$ cat config.mk
export PLATFORM = sky130hd
export DESIGN_NAME = gst_timer
export DESIGN_NICKNAME = d
export VERILOG_FILES = /design/src/design/gst_gate.v /design/src/design/gst_sync2.v /design/src/design/gst_timer.v
export VERILOG_INCLUDE_DIRS = /design/src /design/src/design
export SDC_FILE = /design/constraint.sdc
export NUM_CORES = 1
export LEC_CHECK = 0
export BUFFER_PORTS_ARGS = -buffer_cell sky130_fd_sc_hd__buf_2
export CELL_PAD_IN_SITES_DETAIL_PLACEMENT = 0
export CELL_PAD_IN_SITES_GLOBAL_PLACEMENT = 1
export CORE_MARGIN = 10
export CORE_UTILIZATION = 27
export CTS_CLUSTER_SIZE = 30
export DETAILED_ROUTE_END_ITERATION = 10
export GPL_ROUTABILITY_DRIVEN = 0
export PLACE_DENSITY = 0.52
export SLEW_MARGIN = 20
export SYNTH_ARGS = -nofsm -noshare
export SYNTH_HDL_FRONTEND = slang
export SYNTH_SLANG_ARGS = --single-unit
export TNS_END_PERCENT = 30
$ cat constraint.sdc
create_clock -name core_clk_in -period 6.3 [get_ports core_clk_in]
set_clock_uncertainty 0.2 [all_clocks]
set_input_delay 0.315 -clock core_clk_in [delete_from_list [all_inputs] [get_ports core_clk_in]]
set_output_delay 0.315 -clock core_clk_in [all_outputs]
set_load 0.05 [all_outputs]
$ cat src/design/gst_timer_consts.vh
// Contract
// - Sync bypass counts the pin clock without the extra aligning stage.
// - Unsynchronised pin clock counts in sleep; overflow can wake.
// - Count reads while running return a coherent value.
// - Mode switches may lose or add one increment.
// - Gating enabled: count while gate active, else hold.
// - Polarity 0 counts on low gate, 1 on high gate.
// - Gate source 00 pin, 01 small timer wrap, 10/11 comparator 1/2.
// - Small timer FF to 00 step pulses the gate source.
// - Comparator gate inputs are latched on count ticks or passed, per option.
// - Toggle mode flips a flip-flop per source rising edge.
// - Toggle flip-flop is held clear while toggle mode is off.
// - Armed single pulse counts from next active edge, disarms after.
// - Gate level status is readable even with gating disabled.
// - Falling gate level sets the event flag; enabled, it interrupts.
// - Count wrap FFFF to 0000 sets the sticky overflow flag.
// - In sleep only unsynchronised pin mode counts; overflow wakes.
// - Crystal oscillator runs in sleep whatever the sync setting.
// - Count is captured on an event and compared for equality.
// - Off ignores gate enable, stops counting, clears gate flip-flop.
`ifndef GST_TIMER_CONSTS_VH
`define GST_TIMER_CONSTS_VH
`define GST_AW 8
`define GST_A_CTRL 8'h00
`define GST_A_GATE 8'h04
`define GST_A_CNT 8'h08
`define GST_A_FLAG 8'h0C
`define GST_A_IEN 8'h10
`define GST_A_CAPT 8'h14
`define GST_A_CMPR 8'h18
`define GST_C_ON 0
`define GST_C_BYP 2
`define GST_C_XOSC 3
`define GST_C_CSL 6
`define GST_C_CSH 7
`define GST_C_C1S 8
`define GST_C_C2S 9
`define GST_G_SSL 0
`define GST_G_SSH 1
`define GST_G_VAL 2
`define GST_G_ARM 3
`define GST_G_SPM 4
`define GST_G_TM 5
`define GST_G_POL 6
`define GST_G_EN 7
`define GST_F_OVF 0
`define GST_F_GEV 1
`define GST_E_OVF 0
`define GST_E_GEV 1
`define GST_E_PE 6
`define GST_E_GIE 7
`define GST_CS_INSTR 2'h0
`define GST_CS_SYS 2'h1
`define GST_GS_PIN 2'h0
`define GST_GS_T0 2'h1
`define GST_GS_C1 2'h2
`define GST_GS_C2 2'h3
`define GST_CNT_MAX 16'hFFFF
`define GST_CNT_RST 16'h0000
`define GST_T0_MAX 8'hFF
`define GST_T0_ZERO 8'h00
`define GST_DIV_LAST 2'h3
`define GST_RESP_OK 2'h0
`define GST_RESP_ERR 2'h2
`endif

$ cat src/design/gst_gate.v
`include "gst_timer_consts.vh"
module gst_gate (
    // Clock and reset.
    input wire clk_in,
    input wire rst_n_in,
    // Gate sources, already in the core domain.
    input wire [1:0] sel_in,
    input wire pin_in,
    input wire t0_in,
    input wire cmp1_in,
    input wire cmp2_in,
    // Settings.
    input wire on_in,
    input wire pol_in,
    input wire tm_in,
    input wire spm_in,
    input wire arm_in,
    // Gate level and single-pulse completion.
    output wire val_out,
    output wire arm_clr_out
);
    reg src;
    reg src_d_reg;
    reg tff_reg;
    reg act_d_reg;
    reg run_reg;
    reg arm_clr_reg;
    wire gated;
    wire active;

    // Source selection.
    always @* begin
        case (sel_in)
            `GST_GS_PIN: src = pin_in;
            `GST_GS_T0: src = t0_in;
            `GST_GS_C1: src = cmp1_in;
            `GST_GS_C2: src = cmp2_in;
            default: src = pin_in;
        endcase
    end

    assign gated = tm_in ? tff_reg : src;
    assign active = pol_in ? gated : ~gated;

    // Toggle flip-flop and single-pulse sequencer.
    always @(posedge clk_in or negedge rst_n_in) begin
        if (!rst_n_in) begin
            src_d_reg <= 1'b0;
            tff_reg <= 1'b0;
            act_d_reg <= 1'b0;
            run_reg <= 1'b0;
            arm_clr_reg <= 1'b0;
        end else begin
            src_d_reg <= src;
            act_d_reg <= active;
            arm_clr_reg <= 1'b0;
            if (!tm_in || !on_in) begin
                tff_reg <= 1'b0;
            end else if (src && !src_d_reg) begin
                tff_reg <= ~tff_reg;
            end
            if (!spm_in || !on_in) begin
                run_reg <= 1'b0;
            end else if (!run_reg && arm_in && active && !act_d_reg) begin
                run_reg <= 1'b1;
            end else if (run_reg && !active) begin
                run_reg <= 1'b0;
                arm_clr_reg <= 1'b1;
            end
        end
    end

    // Single pulse passes only the armed window.
    assign val_out = spm_in ? (run_reg & active) : active;
    assign arm_clr_out = arm_clr_reg;
endmodule

$ cat src/design/gst_sync2.v
module gst_sync2 #(
    parameter W = 1
) (
    // Clock and reset.
    input wire clk_in,
    input wire rst_n_in,
    // Asynchronous levels and their synchronised copies.
    input wire [W-1:0] async_in,
    output wire [W-1:0] sync_out
);
    reg [W-1:0] meta_reg;
    reg [W-1:0] sync_reg;

    // Two flip-flop chain; only the second stage is visible outside.
    always @(posedge clk_in or negedge rst_n_in) begin
        if (!rst_n_in) begin
            meta_reg <= {W{1'b0}};
            sync_reg <= {W{1'b0}};
        end else begin
            meta_reg <= async_in;
            sync_reg <= meta_reg;
        end
    end

    assign sync_out = sync_reg;
endmodule

$ cat src/design/gst_timer.v
// Implementation choices: the AXI4-Lite register port and the address map.
`include "gst_timer_consts.vh"
module gst_timer (
    // Clock and reset.
    input wire core_clk_in,
    input wire rstn_in,
    // AXI4-Lite write address.
    input wire s_axi_awvalid_in,
    output reg s_axi_awready_out,
    input wire [`GST_AW-1:0] s_axi_awaddr_in,
    input wire [2:0] s_axi_awprot_in,
    // AXI4-Lite write data.
    input wire s_axi_wvalid_in,
    output reg s_axi_wready_out,
    input wire [31:0] s_axi_wdata_in,
    input wire [3:0] s_axi_wstrb_in,
    // AXI4-Lite write response.
    output reg s_axi_bvalid_out,
    input wire s_axi_bready_in,
    output reg [1:0] s_axi_bresp_out,
    // AXI4-Lite read address.
    input wire s_axi_arvalid_in,
    output reg s_axi_arready_out,
    input wire [`GST_AW-1:0] s_axi_araddr_in,
    input wire [2:0] s_axi_arprot_in,
    // AXI4-Lite read data.
    output reg s_axi_rvalid_out,
    input wire s_axi_rready_in,
    output reg [31:0] s_axi_rdata_out,
    output reg [1:0] s_axi_rresp_out,
    // Pins from outside the core domain.
    input wire ext_clk_in,
    input wire gate_pin_in,
    input wire cmp1_in,
    input wire cmp2_in,
    // Same-domain neighbours.
    input wire sleep_in,
    input wire [7:0] small_timer_count_in,
    input wire capture_evt_in,
    // Results.
    output reg irq_out,
    output reg wake_out,
    output reg compare_event_out,
    output reg osc_run_out
);
    // Reset release chain.
    reg rst_meta_reg;
    reg rst_n;

    // Control bits.
    reg counter_on_bit;
    reg sync_bypass;
    reg crystal_osc_enable;
    reg [1:0] clock_source_select;
    reg cmp1_sync_opt;
    reg cmp2_sync_opt;
    reg gate_enable_bit;
    reg gate_polarity;
    reg gate_toggle_mode;
    reg gate_single_pulse_mode;
    reg pulse_arm_flag;
    reg [1:0] gate_source_select;

    // Flags and enables.
    reg overflow_flag;
    reg gate_event_flag;
    reg overflow_irq_enable;
    reg gate_event_irq_enable;
    reg peripheral_irq_enable;
    reg global_irq_enable;

    // Counter and time-base registers.
    reg [15:0] count_reg;
    reg [15:0] capture_compare_pair;
    reg [15:0] compare_reg;
    reg match_d_reg;
    reg [1:0] div_reg;
    reg ext_d1_reg;
    reg ext_d2_reg;
    reg [7:0] t0_d_reg;
    reg t0_pulse_reg;
    reg cmp1_lat_reg;
    reg cmp2_lat_reg;
    reg val_d_reg;

    // Bus state.
    reg aw_got_reg;
    reg w_got_reg;
    reg [`GST_AW-1:0] awaddr_reg;
    reg [31:0] wdata_reg;
    reg [3:0] wstrb_reg;

    wire [3:0] pins_s;
    wire ext_s;
    wire pin_s;
    wire cmp1_s;
    wire cmp2_s;
    wire gate_level_status;
    wire arm_clr;
    reg clk_tick;

    // Merges written byte lanes.
    function [15:0] gst_merge;
        input [15:0] old;
        input [31:0] d;
        input [3:0] s;
        begin
            gst_merge = {s[1] ? d[15:8] : old[15:8], s[0] ? d[7:0] : old[7:0]};
        end
    endfunction

    // Tells whether an address names a register.
    function gst_hit;
        input [`GST_AW-1:0] a;
        begin
            case (a)
                `GST_A_CTRL, `GST_A_GATE, `GST_A_CNT, `GST_A_FLAG,
                `GST_A_IEN, `GST_A_CAPT, `GST_A_CMPR: gst_hit = 1'b1;
                default: gst_hit = 1'b0;
            endcase
        end
    endfunction

    // Register as software reads it.
    function [15:0] gst_view;
        input [`GST_AW-1:0] a;
        begin
            gst_view = 16'h0000;
            case (a)
                `GST_A_CTRL: begin
                    gst_view[`GST_C_ON] = counter_on_bit;
                    gst_view[`GST_C_BYP] = sync_bypass;
                    gst_view[`GST_C_XOSC] = crystal_osc_enable;
                    gst_view[`GST_C_CSH:`GST_C_CSL] = clock_source_select;
                    gst_view[`GST_C_C1S] = cmp1_sync_opt;
                    gst_view[`GST_C_C2S] = cmp2_sync_opt;
                end
                `GST_A_GATE: begin
                    gst_view[`GST_G_EN] = gate_enable_bit;
                    gst_view[`GST_G_POL] = gate_polarity;
                    gst_view[`GST_G_TM] = gate_toggle_mode;
                    gst_view[`GST_G_SPM] = gate_single_pulse_mode;
                    gst_view[`GST_G_ARM] = pulse_arm_flag;
                    gst_view[`GST_G_VAL] = gate_level_status;
                    gst_view[`GST_G_SSH:`GST_G_SSL] = gate_source_select;
                end
                `GST_A_CNT: gst_view = count_reg;
                `GST_A_FLAG: begin
                    gst_view[`GST_F_OVF] = overflow_flag;
                    gst_view[`GST_F_GEV] = gate_event_flag;
                end
                `GST_A_IEN: begin
                    gst_view[`GST_E_OVF] = overflow_irq_enable;
                    gst_view[`GST_E_GEV] = gate_event_irq_enable;
                    gst_view[`GST_E_PE] = peripheral_irq_enable;
                    gst_view[`GST_E_GIE] = global_irq_enable;
                end
                `GST_A_CAPT: gst_view = capture_compare_pair;
                `GST_A_CMPR: gst_view = compare_reg;
                default: gst_view = 16'h0000;
            endcase
        end
    endfunction

    // Internal reset, released in two stages.
    always @(posedge core_clk_in or negedge rstn_in) begin
        if (!rstn_in) begin
            rst_meta_reg <= 1'b0;
            rst_n <= 1'b0;
        end else begin
            rst_meta_reg <= 1'b1;
            rst_n <= rst_meta_reg;
        end
    end

    // Every pin input passes two flip-flops first.
    gst_sync2 #(
        .W(4)
    ) u_sync (
        .clk_in(core_clk_in),
        .rst_n_in(rst_n),
        .async_in({cmp2_in, cmp1_in, gate_pin_in, ext_clk_in}),
        .sync_out(pins_s)
    );

    assign ext_s = pins_s[0];
    assign pin_s = pins_s[1];
    assign cmp1_s = pins_s[2];
    assign cmp2_s = pins_s[3];

    // Write channel bookkeeping.
    wire aw_hs = s_axi_awvalid_in & s_axi_awready_out;
    wire w_hs = s_axi_wvalid_in & s_axi_wready_out;
    wire wr_do = (aw_got_reg | aw_hs) & (w_got_reg | w_hs) & ~s_axi_bvalid_out;
    wire [`GST_AW-1:0] wa = aw_got_reg ? awaddr_reg : s_axi_awaddr_in;
    wire [31:0] wd = w_got_reg ? wdata_reg : s_axi_wdata_in;
    wire [3:0] ws = w_got_reg ? wstrb_reg : s_axi_wstrb_in;
    wire [15:0] wv = gst_merge(gst_view(wa), wd, ws);
    wire wr_ctrl = wr_do & (wa == `GST_A_CTRL);
    wire wr_gate = wr_do & (wa == `GST_A_GATE);
    wire wr_cnt = wr_do & (wa == `GST_A_CNT);
    wire wr_flag = wr_do & (wa == `GST_A_FLAG) & ws[0];
    wire wr_ien = wr_do & (wa == `GST_A_IEN);
    wire wr_cmpr = wr_do & (wa == `GST_A_CMPR);

    // Pin clock edge; sync mode adds a stage.
    wire ext_tick = sync_bypass ? (ext_s & ~ext_d1_reg)
                                : (ext_d1_reg & ~ext_d2_reg);

    // Counting source.
    always @* begin
        case (clock_source_select)
            `GST_CS_INSTR: clk_tick = (div_reg == `GST_DIV_LAST);
            `GST_CS_SYS: clk_tick = 1'b1;
            default: clk_tick = ext_tick;
        endcase
    end

    // Sleep leaves only the unsynchronised pin clock.
    wire ext_async = clock_source_select[1] & sync_bypass;
    wire run_ok = counter_on_bit & (~sleep_in | ext_async);
    wire cnt_en = run_ok & (~gate_enable_bit | gate_level_status);
    wire inc = clk_tick & cnt_en;
    wire wrap = inc & (count_reg == `GST_CNT_MAX) & ~wr_cnt;
    wire gate_fall = val_d_reg & ~gate_level_status;

    // Comparators optionally latched on count ticks.
    wire cmp1_g = cmp1_sync_opt ? cmp1_lat_reg : cmp1_s;
    wire cmp2_g = cmp2_sync_opt ? cmp2_lat_reg : cmp2_s;

    gst_gate u_gate (
        .clk_in(core_clk_in),
        .rst_n_in(rst_n),
        .sel_in(gate_source_select),
        .pin_in(pin_s),
        .t0_in(t0_pulse_reg),
        .cmp1_in(cmp1_g),
        .cmp2_in(cmp2_g),
        .on_in(counter_on_bit),
        .pol_in(gate_polarity),
        .tm_in(gate_toggle_mode),
        .spm_in(gate_single_pulse_mode),
        .arm_in(pulse_arm_flag),
        .val_out(gate_level_status),
        .arm_clr_out(arm_clr)
    );

    // AXI4-Lite slave handshakes and responses.
    always @(posedge core_clk_in or negedge rst_n) begin
        if (!rst_n) begin
            s_axi_awready_out <= 1'b1;
            s_axi_wready_out <= 1'b1;
            s_axi_bvalid_out <= 1'b0;
            s_axi_bresp_out <= `GST_RESP_OK;
            s_axi_arready_out <= 1'b1;
            s_axi_rvalid_out <= 1'b0;
            s_axi_rdata_out <= 32'h00000000;
            s_axi_rresp_out <= `GST_RESP_OK;
            aw_got_reg <= 1'b0;
            w_got_reg <= 1'b0;
            awaddr_reg <= {`GST_AW{1'b0}};
            wdata_reg <= 32'h00000000;
            wstrb_reg <= 4'h0;
        end else begin
            if (wr_do) begin
                aw_got_reg <= 1'b0;
                w_got_reg <= 1'b0;
                s_axi_awready_out <= 1'b1;
                s_axi_wready_out <= 1'b1;
                s_axi_bvalid_out <= 1'b1;
                s_axi_bresp_out <= gst_hit(wa) ? `GST_RESP_OK : `GST_RESP_ERR;
            end else begin
                if (aw_hs) begin
                    aw_got_reg <= 1'b1;
                    awaddr_reg <= s_axi_awaddr_in;
                    s_axi_awready_out <= 1'b0;
                end
                if (w_hs) begin
                    w_got_reg <= 1'b1;
                    wdata_reg <= s_axi_wdata_in;
                    wstrb_reg <= s_axi_wstrb_in;
                    s_axi_wready_out <= 1'b0;
                end
                if (s_axi_bvalid_out && s_axi_bready_in) begin
                    s_axi_bvalid_out <= 1'b0;
                end
            end
            if (s_axi_arvalid_in && s_axi_arready_out) begin
                s_axi_arready_out <= 1'b0;
                s_axi_rvalid_out <= 1'b1;
                s_axi_rdata_out <= {16'h0000, gst_view(s_axi_araddr_in)};
                s_axi_rresp_out <= gst_hit(s_axi_araddr_in) ? `GST_RESP_OK
                                                            : `GST_RESP_ERR;
            end else if (s_axi_rvalid_out && s_axi_rready_in) begin
                s_axi_rvalid_out <= 1'b0;
                s_axi_arready_out <= 1'b1;
            end
        end
    end

    // Settings; hardware also clears the arm flag.
    always @(posedge core_clk_in or negedge rst_n) begin
        if (!rst_n) begin
            counter_on_bit <= 1'b0;
            sync_bypass <= 1'b0;
            crystal_osc_enable <= 1'b0;
            clock_source_select <= `GST_CS_INSTR;
            cmp1_sync_opt <= 1'b0;
            cmp2_sync_opt <= 1'b0;
            gate_enable_bit <= 1'b0;
            gate_polarity <= 1'b0;
            gate_toggle_mode <= 1'b0;
            gate_single_pulse_mode <= 1'b0;
            pulse_arm_flag <= 1'b0;
            gate_source_select <= `GST_GS_PIN;
            overflow_irq_enable <= 1'b0;
            gate_event_irq_enable <= 1'b0;
            peripheral_irq_enable <= 1'b0;
            global_irq_enable <= 1'b0;
            compare_reg <= `GST_CNT_RST;
        end else begin
            if (wr_ctrl) begin
                counter_on_bit <= wv[`GST_C_ON];
                sync_bypass <= wv[`GST_C_BYP];
                crystal_osc_enable <= wv[`GST_C_XOSC];
                clock_source_select <= wv[`GST_C_CSH:`GST_C_CSL];
                cmp1_sync_opt <= wv[`GST_C_C1S];
                cmp2_sync_opt <= wv[`GST_C_C2S];
            end
            if (wr_gate) begin
                gate_enable_bit <= wv[`GST_G_EN];
                gate_polarity <= wv[`GST_G_POL];
                gate_toggle_mode <= wv[`GST_G_TM];
                gate_single_pulse_mode <= wv[`GST_G_SPM];
                gate_source_select <= wv[`GST_G_SSH:`GST_G_SSL];
            end
            if (wr_gate && wv[`GST_G_ARM]) begin
                pulse_arm_flag <= 1'b1;
            end else if (arm_clr || (wr_gate && ws[0])) begin
                pulse_arm_flag <= 1'b0;
            end
            if (wr_ien) begin
                overflow_irq_enable <= wv[`GST_E_OVF];
                gate_event_irq_enable <= wv[`GST_E_GEV];
                peripheral_irq_enable <= wv[`GST_E_PE];
                global_irq_enable <= wv[`GST_E_GIE];
            end
            if (wr_cmpr) begin
                compare_reg <= wv;
            end
        end
    end

    // Counter, flags and outputs.
    always @(posedge core_clk_in or negedge rst_n) begin
        if (!rst_n) begin
            count_reg <= `GST_CNT_RST;
            capture_compare_pair <= `GST_CNT_RST;
            div_reg <= 2'h0;
            ext_d1_reg <= 1'b0;
            ext_d2_reg <= 1'b0;
            t0_d_reg <= `GST_T0_ZERO;
            t0_pulse_reg <= 1'b0;
            cmp1_lat_reg <= 1'b0;
            cmp2_lat_reg <= 1'b0;
            val_d_reg <= 1'b0;
            match_d_reg <= 1'b0;
            overflow_flag <= 1'b0;
            gate_event_flag <= 1'b0;
            irq_out <= 1'b0;
            wake_out <= 1'b0;
            compare_event_out <= 1'b0;
            osc_run_out <= 1'b0;
        end else begin
            div_reg <= div_reg + 2'h1;
            ext_d1_reg <= ext_s;
            ext_d2_reg <= ext_d1_reg;
            t0_d_reg <= small_timer_count_in;
            t0_pulse_reg <= (t0_d_reg == `GST_T0_MAX)
                            & (small_timer_count_in == `GST_T0_ZERO);
            if (clk_tick) begin
                cmp1_lat_reg <= cmp1_s;
                cmp2_lat_reg <= cmp2_s;
            end
            val_d_reg <= gate_level_status;
            // A write wins over an increment.
            if (wr_cnt) begin
                count_reg <= wv;
            end else if (inc) begin
                count_reg <= count_reg + 16'h0001;
            end
            if (capture_evt_in) begin
                capture_compare_pair <= count_reg;
            end
            match_d_reg <= (count_reg == compare_reg);
            compare_event_out <= (count_reg == compare_reg) & ~match_d_reg;
            // Hardware set wins over a clear.
            if (wrap) begin
                overflow_flag <= 1'b1;
            end else if (wr_flag && wd[`GST_F_OVF]) begin
                overflow_flag <= 1'b0;
            end
            if (gate_fall) begin
                gate_event_flag <= 1'b1;
            end else if (wr_flag && wd[`GST_F_GEV]) begin
                gate_event_flag <= 1'b0;
            end
            irq_out <= peripheral_irq_enable & global_irq_enable
                       & ((overflow_flag & overflow_irq_enable)
                       | (gate_event_flag & gate_event_irq_enable));
            wake_out <= sleep_in & peripheral_irq_enable
                        & overflow_flag & overflow_irq_enable;
            osc_run_out <= crystal_osc_enable;
        end
    end
endmodule

==> results of run 1 <==
[cell usage in the layout (no fill, tap or decap), types with 5 or more instances in the layout]
cell,count
dfrtp_1,151
buf_2,81
mux2_2,73
dlygate4sd3_1,45
o21ai_0,40
nand2_1,38
nor2_1,34
a21oi_1,27
mux2i_1,26
a222oi_1,24
xnor2_1,23
conb_1,19
clkbuf_16,17
inv_1,15
a22oi_1,12
nand3_1,11
a22o_1,11
nor2b_1,10
or3_1,10
a31oi_1,10
a211oi_1,10
buf_4,10
nand4_1,9
and3_1,9
nand2b_1,7
nor3_1,7
or4_1,7
mux2_1,7
o21ai_1,5
clkinv_4,5
clkinvlp_4,5
[area by class of cell]
cell class / instances / area [um^2] / area share [%]
clock buffer: 21 / 470 / 4.78
multi-input combinational: 518 / 3890 / 39.6
clock inverter: 11 / 90.1 / 0.916
sequential: 155 / 3890 / 39.5
inverter: 15 / 56.3 / 0.572
tap: 390 / 488 / 4.96
timing repair buffer: 137 / 951 / 9.67
[cells in the mapped netlist, types with 4 or more instances]
| cell type | count | area, um^2 |
|---|---|---|
| buf_4 | 19 | 143 |
| o2111ai_1 | 4 | 35.0 |
| inv_1 | 15 | 56.3 |
| mux2_2 | 73 | 822 |
| dfrtp_1 | 152 | 3800 |
| xnor2_1 | 23 | 201 |
| mux2i_1 | 26 | 260 |
| nand2_1 | 38 | 143 |
| a222oi_1 | 24 | 240 |
| a22oi_1 | 12 | 90.1 |
| nor2_1 | 34 | 128 |
| nor4_1 | 4 | 25.0 |
| o21ai_0 | 40 | 200 |
| a211oi_1 | 10 | 75.1 |
| o21ai_1 | 5 | 25.0 |
| nand4_1 | 9 | 56.3 |
| a22o_1 | 11 | 96.3 |
| mux2_4 | 4 | 60.1 |
| nand2b_1 | 7 | 43.8 |
| nor2b_1 | 10 | 62.6 |
| and3_1 | 9 | 56.3 |
| clkbuf_1 | 32 | 120 |
| or4_1 | 7 | 52.6 |
| nor3_1 | 7 | 35.0 |
| o21a_1 | 4 | 30.0 |
| and4_1 | 4 | 35.0 |
| nand3_1 | 11 | 55.1 |
| a31oi_1 | 10 | 62.6 |
| mux2_1 | 7 | 78.8 |
| o221ai_1 | 4 | 35.0 |
| a21oi_1 | 27 | 135 |
| buf_2 | 6 | 30.0 |
| or3_1 | 10 | 62.6 |
[cell families (layout without fill, tap and decap cells)]
| family | count (synthesis) | in the layout | share of synthesized area [%] |
|---|---|---|---|
| muxes | 112 | 112 | 15.6 |
| and+or+nand+nor | 174 | 174 | 11.7 |
| other | 2 | 19 | 0.0927 |
| DFF | 155 | 155 | 47.9 |
| buffers and inverters | 78 | 184 | 4.87 |
| xor gates and xnor gates | 25 | 25 | 2.70 |
| adders and majority gates | 2 | 2 | 0.309 |
| AOI/OAI and AO/OA | 186 | 186 | 16.7 |
[per-stage QoR]
stage	hold slack, ns	instances	worst slack [ns]	total power [mW]
3_5_place_dp	-0.0908	1169	2.85	2.08
3_3_place_gp	-0.0916	1169	2.86	2.07
6_report	0.0480	1247	2.79	3.06
4_1_cts	0.0266	1246	2.83	3.10
5_1_grt	0.0466	1247	2.60	3.24
2_1_floorplan	-0.181	751	1.47	1.85
[report_power, final]
| part | switching [mW] | internal, mW |
|---|---|---|
| Sequential | 0.171 | 1.16 |
| Combinational | 0.441 | 0.303 |
| Clock | 0.444 | 0.540 |
[worst max-delay path, stage by stage, from the launching register on]
cell and delay, ns:
dfrtp_1 0.73, or4b_1 0.65, a222oi_1 0.38, buf_4 0.31, a222oi_1 0.21, a21oi_1 0.67
mux2_2 0.29
[metal layers]
metal	routed length, um	global-route usage, %	share of wire, %
met3	849	2.47	3.3
met5	0	0	0
met2	11400	20.5	45
met4	252	3.52	0.99
met1	12900	19.3	51
[worst max-delay path by stage]
| stage | from | endpoint | cells past startpoint |
|---|---|---|---|
| after CTS | aw_got_reg$_DFFE_PN0P_ | peripheral_irq_enable$_DFFE_PN0P_ | 6 |
| after global placement | aw_got_reg$_DFFE_PN0P_ | peripheral_irq_enable$_DFFE_PN0P_ | 6 |
| after global routing | aw_got_reg$_DFFE_PN0P_ | clock_source_select[0]$_DFFE_PN0P_ | 5 |
| after floorplan | rst_n$_DFF_PN0_ | aw_got_reg$_DFFE_PN0P_ | 0 |
| after detailed placement | aw_got_reg$_DFFE_PN0P_ | peripheral_irq_enable$_DFFE_PN0P_ | 6 |
| final | aw_got_reg$_DFFE_PN0P_ | peripheral_irq_enable$_DFFE_PN0P_ | 6 |
==> key figures, run 1 <==
Route
  • Post-route ant nets: 0
  • Via density per instance: 5.00
  • Routed WL: 25,400 um
  • Wirelength per Cell: 20.4 um
  • First-pass DRT Iterations: 5
  • Initial drt markers: 455
  • DR vias: 6,234
  • Residual DRC: 0

Pwr
  • Max VDD drop: 181 uV
  • Pwr Density: 311 nW/um^2
  • Leak: 4.23 nW

CTS
  • CTS tree: built
  • Clock sink count: 155
  • Clock Tree Root: clkbuf_16
  • H-tree Lvls: 4
  • Skew-Pair Late Insertion Delay: 0.43 ns
  • CTS buffer count: 17
  • Clock transition at path regs: 0.07 ns
  • Post-CTS setup buffers: 0
  • PostCTS Resize Cnt: 0
  • CTS Hold Bufs: 45
  • CTS max path bufs: 2

Cells and area
  • Final #Nets: 925
  • Area Overhead vs Synth: 21.4%
  • Fin util: 33.2%
  • Ant. Diodes: 0
  • Fill cells: 3,098
  • Fin area: 9840 um^2
  • Layout cells sized above 1: 25.9%

Logic synthesis
  • Unique cell type count in the Yosys netlist: 76
  • Post-synth ARST share: 100%
  • Synth Flop Type: dfrtp_1
  • FF+latch count, synth: 155
  • Synthesis Warnings: 0
  • Mean Syn Cell Area: 11.0 um^2
  • Mapped Area: 8100 um^2
  • Mapped Cells: 734
  • Sequential-to-total area share from yosys stat: 47.9%
  • EDFF count, synth: 0

Setup path
  • R2R setup slack: 2.79 ns
  • Worst Path Arrival: 3.68 ns
  • CP max FO: 23
  • Crit Reg-Reg Startpoint: aw_got_reg$_DFFE_PN0P_
  • CP required: 6.46 ns
  • Worst R2R Path Depth: 6
  • CP startpoint kind: flop
  • Critical path type: reg2reg
  • CP endpoint kind: flop
  • Worst R2R End: peripheral_irq_enable$_DFFE_PN0P_

Die
  • Core Region: 29,600 um^2
  • IO Pins: 124
  • Initial Utilization: 27.3%
  • Die area: 37,300 um^2
  • Die Width: 193 um
  • Number of core rows: 63
  • Die H: 193 um

STA
  • Hold Vio Cnt, Final: 0
  • RSZ-0062 raised after global routing: no
  • Final setup viols: 0
  • Rel. slew slack: 36.6%
  • Setup TNS: 0 ns
  • Max Slew Vio Count: 0
  • Fmax: 285 MHz
  • Minimum clock period after layout: 3.51 ns
  • Worst slew pin tran: 0.951 ns
  • Final worst-path cycle share: 55.8%

Placement
  • Placed cell area: 8800 um^2
  • PortBufs: 81
  • HPWL after DPL: 18,800 um

Worst hold path
  • Min-delay src: s_axi_awaddr_in[4]
  • Worst Hold Endpoint: awaddr_reg[4]$_DFFE_PN0P_
  • Hold Path Class: in2reg
  • Hold Path Stages: 2

Status
  • Status: completed

Global routing
  • Pin count of the biggest net entering global routing: 75
  • GR Util All Layers: 13.5%
  • Initial antenna violation count: 0
  • GR Overflow Total: 0
  • First-pass GRT wire length: 40,400 um
  • Vias in the first global route: 6,606

Run
  • Max Cap Violations: 0
(Power assumes the default switching activity.)
==> inputs of run 2 (changes only) <==
Clock period 6.3 ns to 3.62 ns, I/O delays scaled along.
==> key figures, run 2 (same netlist as run 1, synthesis figures left out) <==
Global routing
  • GR Util All Layers: 13.3%
  • GR Overflow Total: 0
  • Pin count of the biggest net entering global routing: 55
  • Vias in the first global route: 6,443
  • First-pass GRT wire length: 39,800 um
  • Initial antenna violation count: 0

STA
  • RSZ-0062 raised after global routing: no
  • Minimum clock period after layout: 3.17 ns
  • Rel. slew slack: 48.6%
  • Final worst-path cycle share: 87.5%
  • Fin Hold WS: 0.0920 ns
  • Fmax: 316 MHz
  • Setup TNS: 0 ns
  • Hold Vio Cnt, Final: 0
  • Worst slew pin tran: 0.771 ns
  • Final setup viols: 0
  • Max Slew Vio Count: 0

Setup path
  • CP required: 3.76 ns
  • Critical path type: reg2reg
  • Worst Path Arrival: 3.31 ns
  • CP max FO: 25
  • CP startpoint kind: flop
  • CP endpoint kind: flop

CTS
  • CTS tree: built
  • H-tree Lvls: 4
  • Skew-Pair Late Insertion Delay: 0.43 ns
  • CTS buffer count: 17
  • Clock Tree Root: clkbuf_16
  • Clock sink count: 155
  • Clock transition at path regs: 0.07 ns
  • Post-CTS setup buffers: 0
  • CTS max path bufs: 2
  • PostCTS Resize Cnt: 0

Pwr
  • Pwr Density: 547 nW/um^2
  • Gate power share: 24.5%
  • Part of the power in registers: 42.4%
  • Net switching power: 1.96 mW
  • Clock power frac: 33.1%
  • Tot Pwr: 5.48 mW
  • Int Power: 3.52 mW
  • Sw Share: 35.8%
  • Leak: 4.36 nW
  • Max VDD drop: 283 uV

Route
  • DR vias: 6,380
  • First-pass DRT Iterations: 9
  • Routed WL: 25,300 um
  • Initial drt markers: 533
  • Wirelength per Cell: 20.0 um
  • Post-route ant nets: 0
  • Via density per instance: 5.05
  • Residual DRC: 0

Placement
  • Placed cells: 1,185
  • HPWL after DPL: 19,100 um
  • PortBufs: 81

Die
  • Die area: 37,300 um^2
  • Number of core rows: 63
  • IO Pins: 124
  • Initial Utilization: 27.3%
  • Die Width: 193 um
  • Core Region: 29,600 um^2
  • Die H: 193 um

Worst hold path
  • Hold Path Class: in2reg

Cells and area
  • Commonest cells after routing, fill and taps aside: 151 x dfrtp_1, 81 x buf_2, 73 x mux2_2
  • Ant. Diodes: 0
  • Area Overhead vs Synth: 23.6%
  • Finished Layout Cells: 1,264
  • Area of the multi-input gates: 3890 um^2
  • FF+latch area: 3890 um^2
  • Fill cells: 3,025
  • Layout cells sized above 1: 27.2%
  • Most common cell after layout, fill and taps aside: dfrtp_1
  • Final #Nets: 942

Run
  • Max Cap Violations: 0

Status
  • Status: completed
==> run 2: changes by cell type in the layout (fill, tap and decap cells not counted) <==
cell           before  now
inv_6               1    4
buf_12              1    2
a2111oi_0           0    1
a2111oi_1           1    0
clkinv_8            0    3
clkinvlp_4          5    0
dlygate4sd3_1      45   47
inv_8               0    5
clkinv_4            5    3
clkbuf_1            1    0
buf_4              10   24
clkbuf_8            3    0
==> run 2: timing repair <==
item	CTS	global route
hold buffers	47	0
hold endpoints to repair	51	0
setup endpoints to repair	0	0
==> run 2: worst paths after layout <==
path	start	cells after the start	end	slack [ns]
max	aw_got_reg$_DFFE_PN0P_	7	count_reg[6]$_DFFE_PN0P_	0.45
min	capture_evt_in	2	capture_compare_pair[2]$_DFFE_PN0P_	0.09
max reg2reg	aw_got_reg$_DFFE_PN0P_	7	count_reg[6]$_DFFE_PN0P_	0.45
min reg2reg	u_sync.meta_reg[0]$_DFF_PN0_	0	u_sync.sync_out[0]$_DFF_PN0_	0.15
max in group asynchronous	rst_n$_DFF_PN0_	1	s_axi_awready_out$_DFFE_PN1P_	2.20
min in group asynchronous	rst_n$_DFF_PN0_	0	wdata_reg[12]$_DFFE_PN0P_	0.21
==> run 2: per-layer routing <==
layer	share of wire, %	vias up	track usage, %
li1	-	3011	-
met1	50	3173	19.1
met2	45	179	19.9
met3	4.3	17	2.56
met4	1.3	0	3.58
met5	0	-	0
==> run 2: through the flow <==
stage               worst slack (ns)  cell area [um^2]  utilization (%)
floorplan                      0.855              8170                -
global placement               0.496              8950             30.2
detailed placement             0.453              8950             30.2
CTS                            0.426             10000             33.8
global route                   0.172             10000             33.8
finish                         0.454             10000             33.8
==> run 2: cell type report <==
type / instances / share of cell area [%]
Clock buffer: 17 / 4.25
Inverter: 15 / 0.562
Sequential cell: 155 / 38.8
Multi-Input combinational cell: 518 / 38.9
Timing Repair Buffer: 154 / 10.9
Clock inverter: 15 / 1.66
Tap cell: 390 / 4.87
==> run 2: critical path, stage by stage (launching register included) <==
cell and delay, ns:
dfrtp_1 0.52, or4_1 0.73, a222oi_1 0.39, buf_4 0.30, nand2_2 0.39, nand4_1 0.23, o21ai_0 0.10, nor3_1 0.19
==> run 2: power by group through the flow <==
stage | clock, mW | combinational (mW) | sequential (mW)
6_report | 1.81 | 1.34 | 2.32
3_5_place_dp | 0 | 1.31 | 2.36
2_1_floorplan | 0 | 0.873 | 2.34
5_1_grt | 1.95 | 1.47 | 2.37
3_3_place_gp | 0 | 1.30 | 2.35
4_1_cts | 1.88 | 1.35 | 2.32
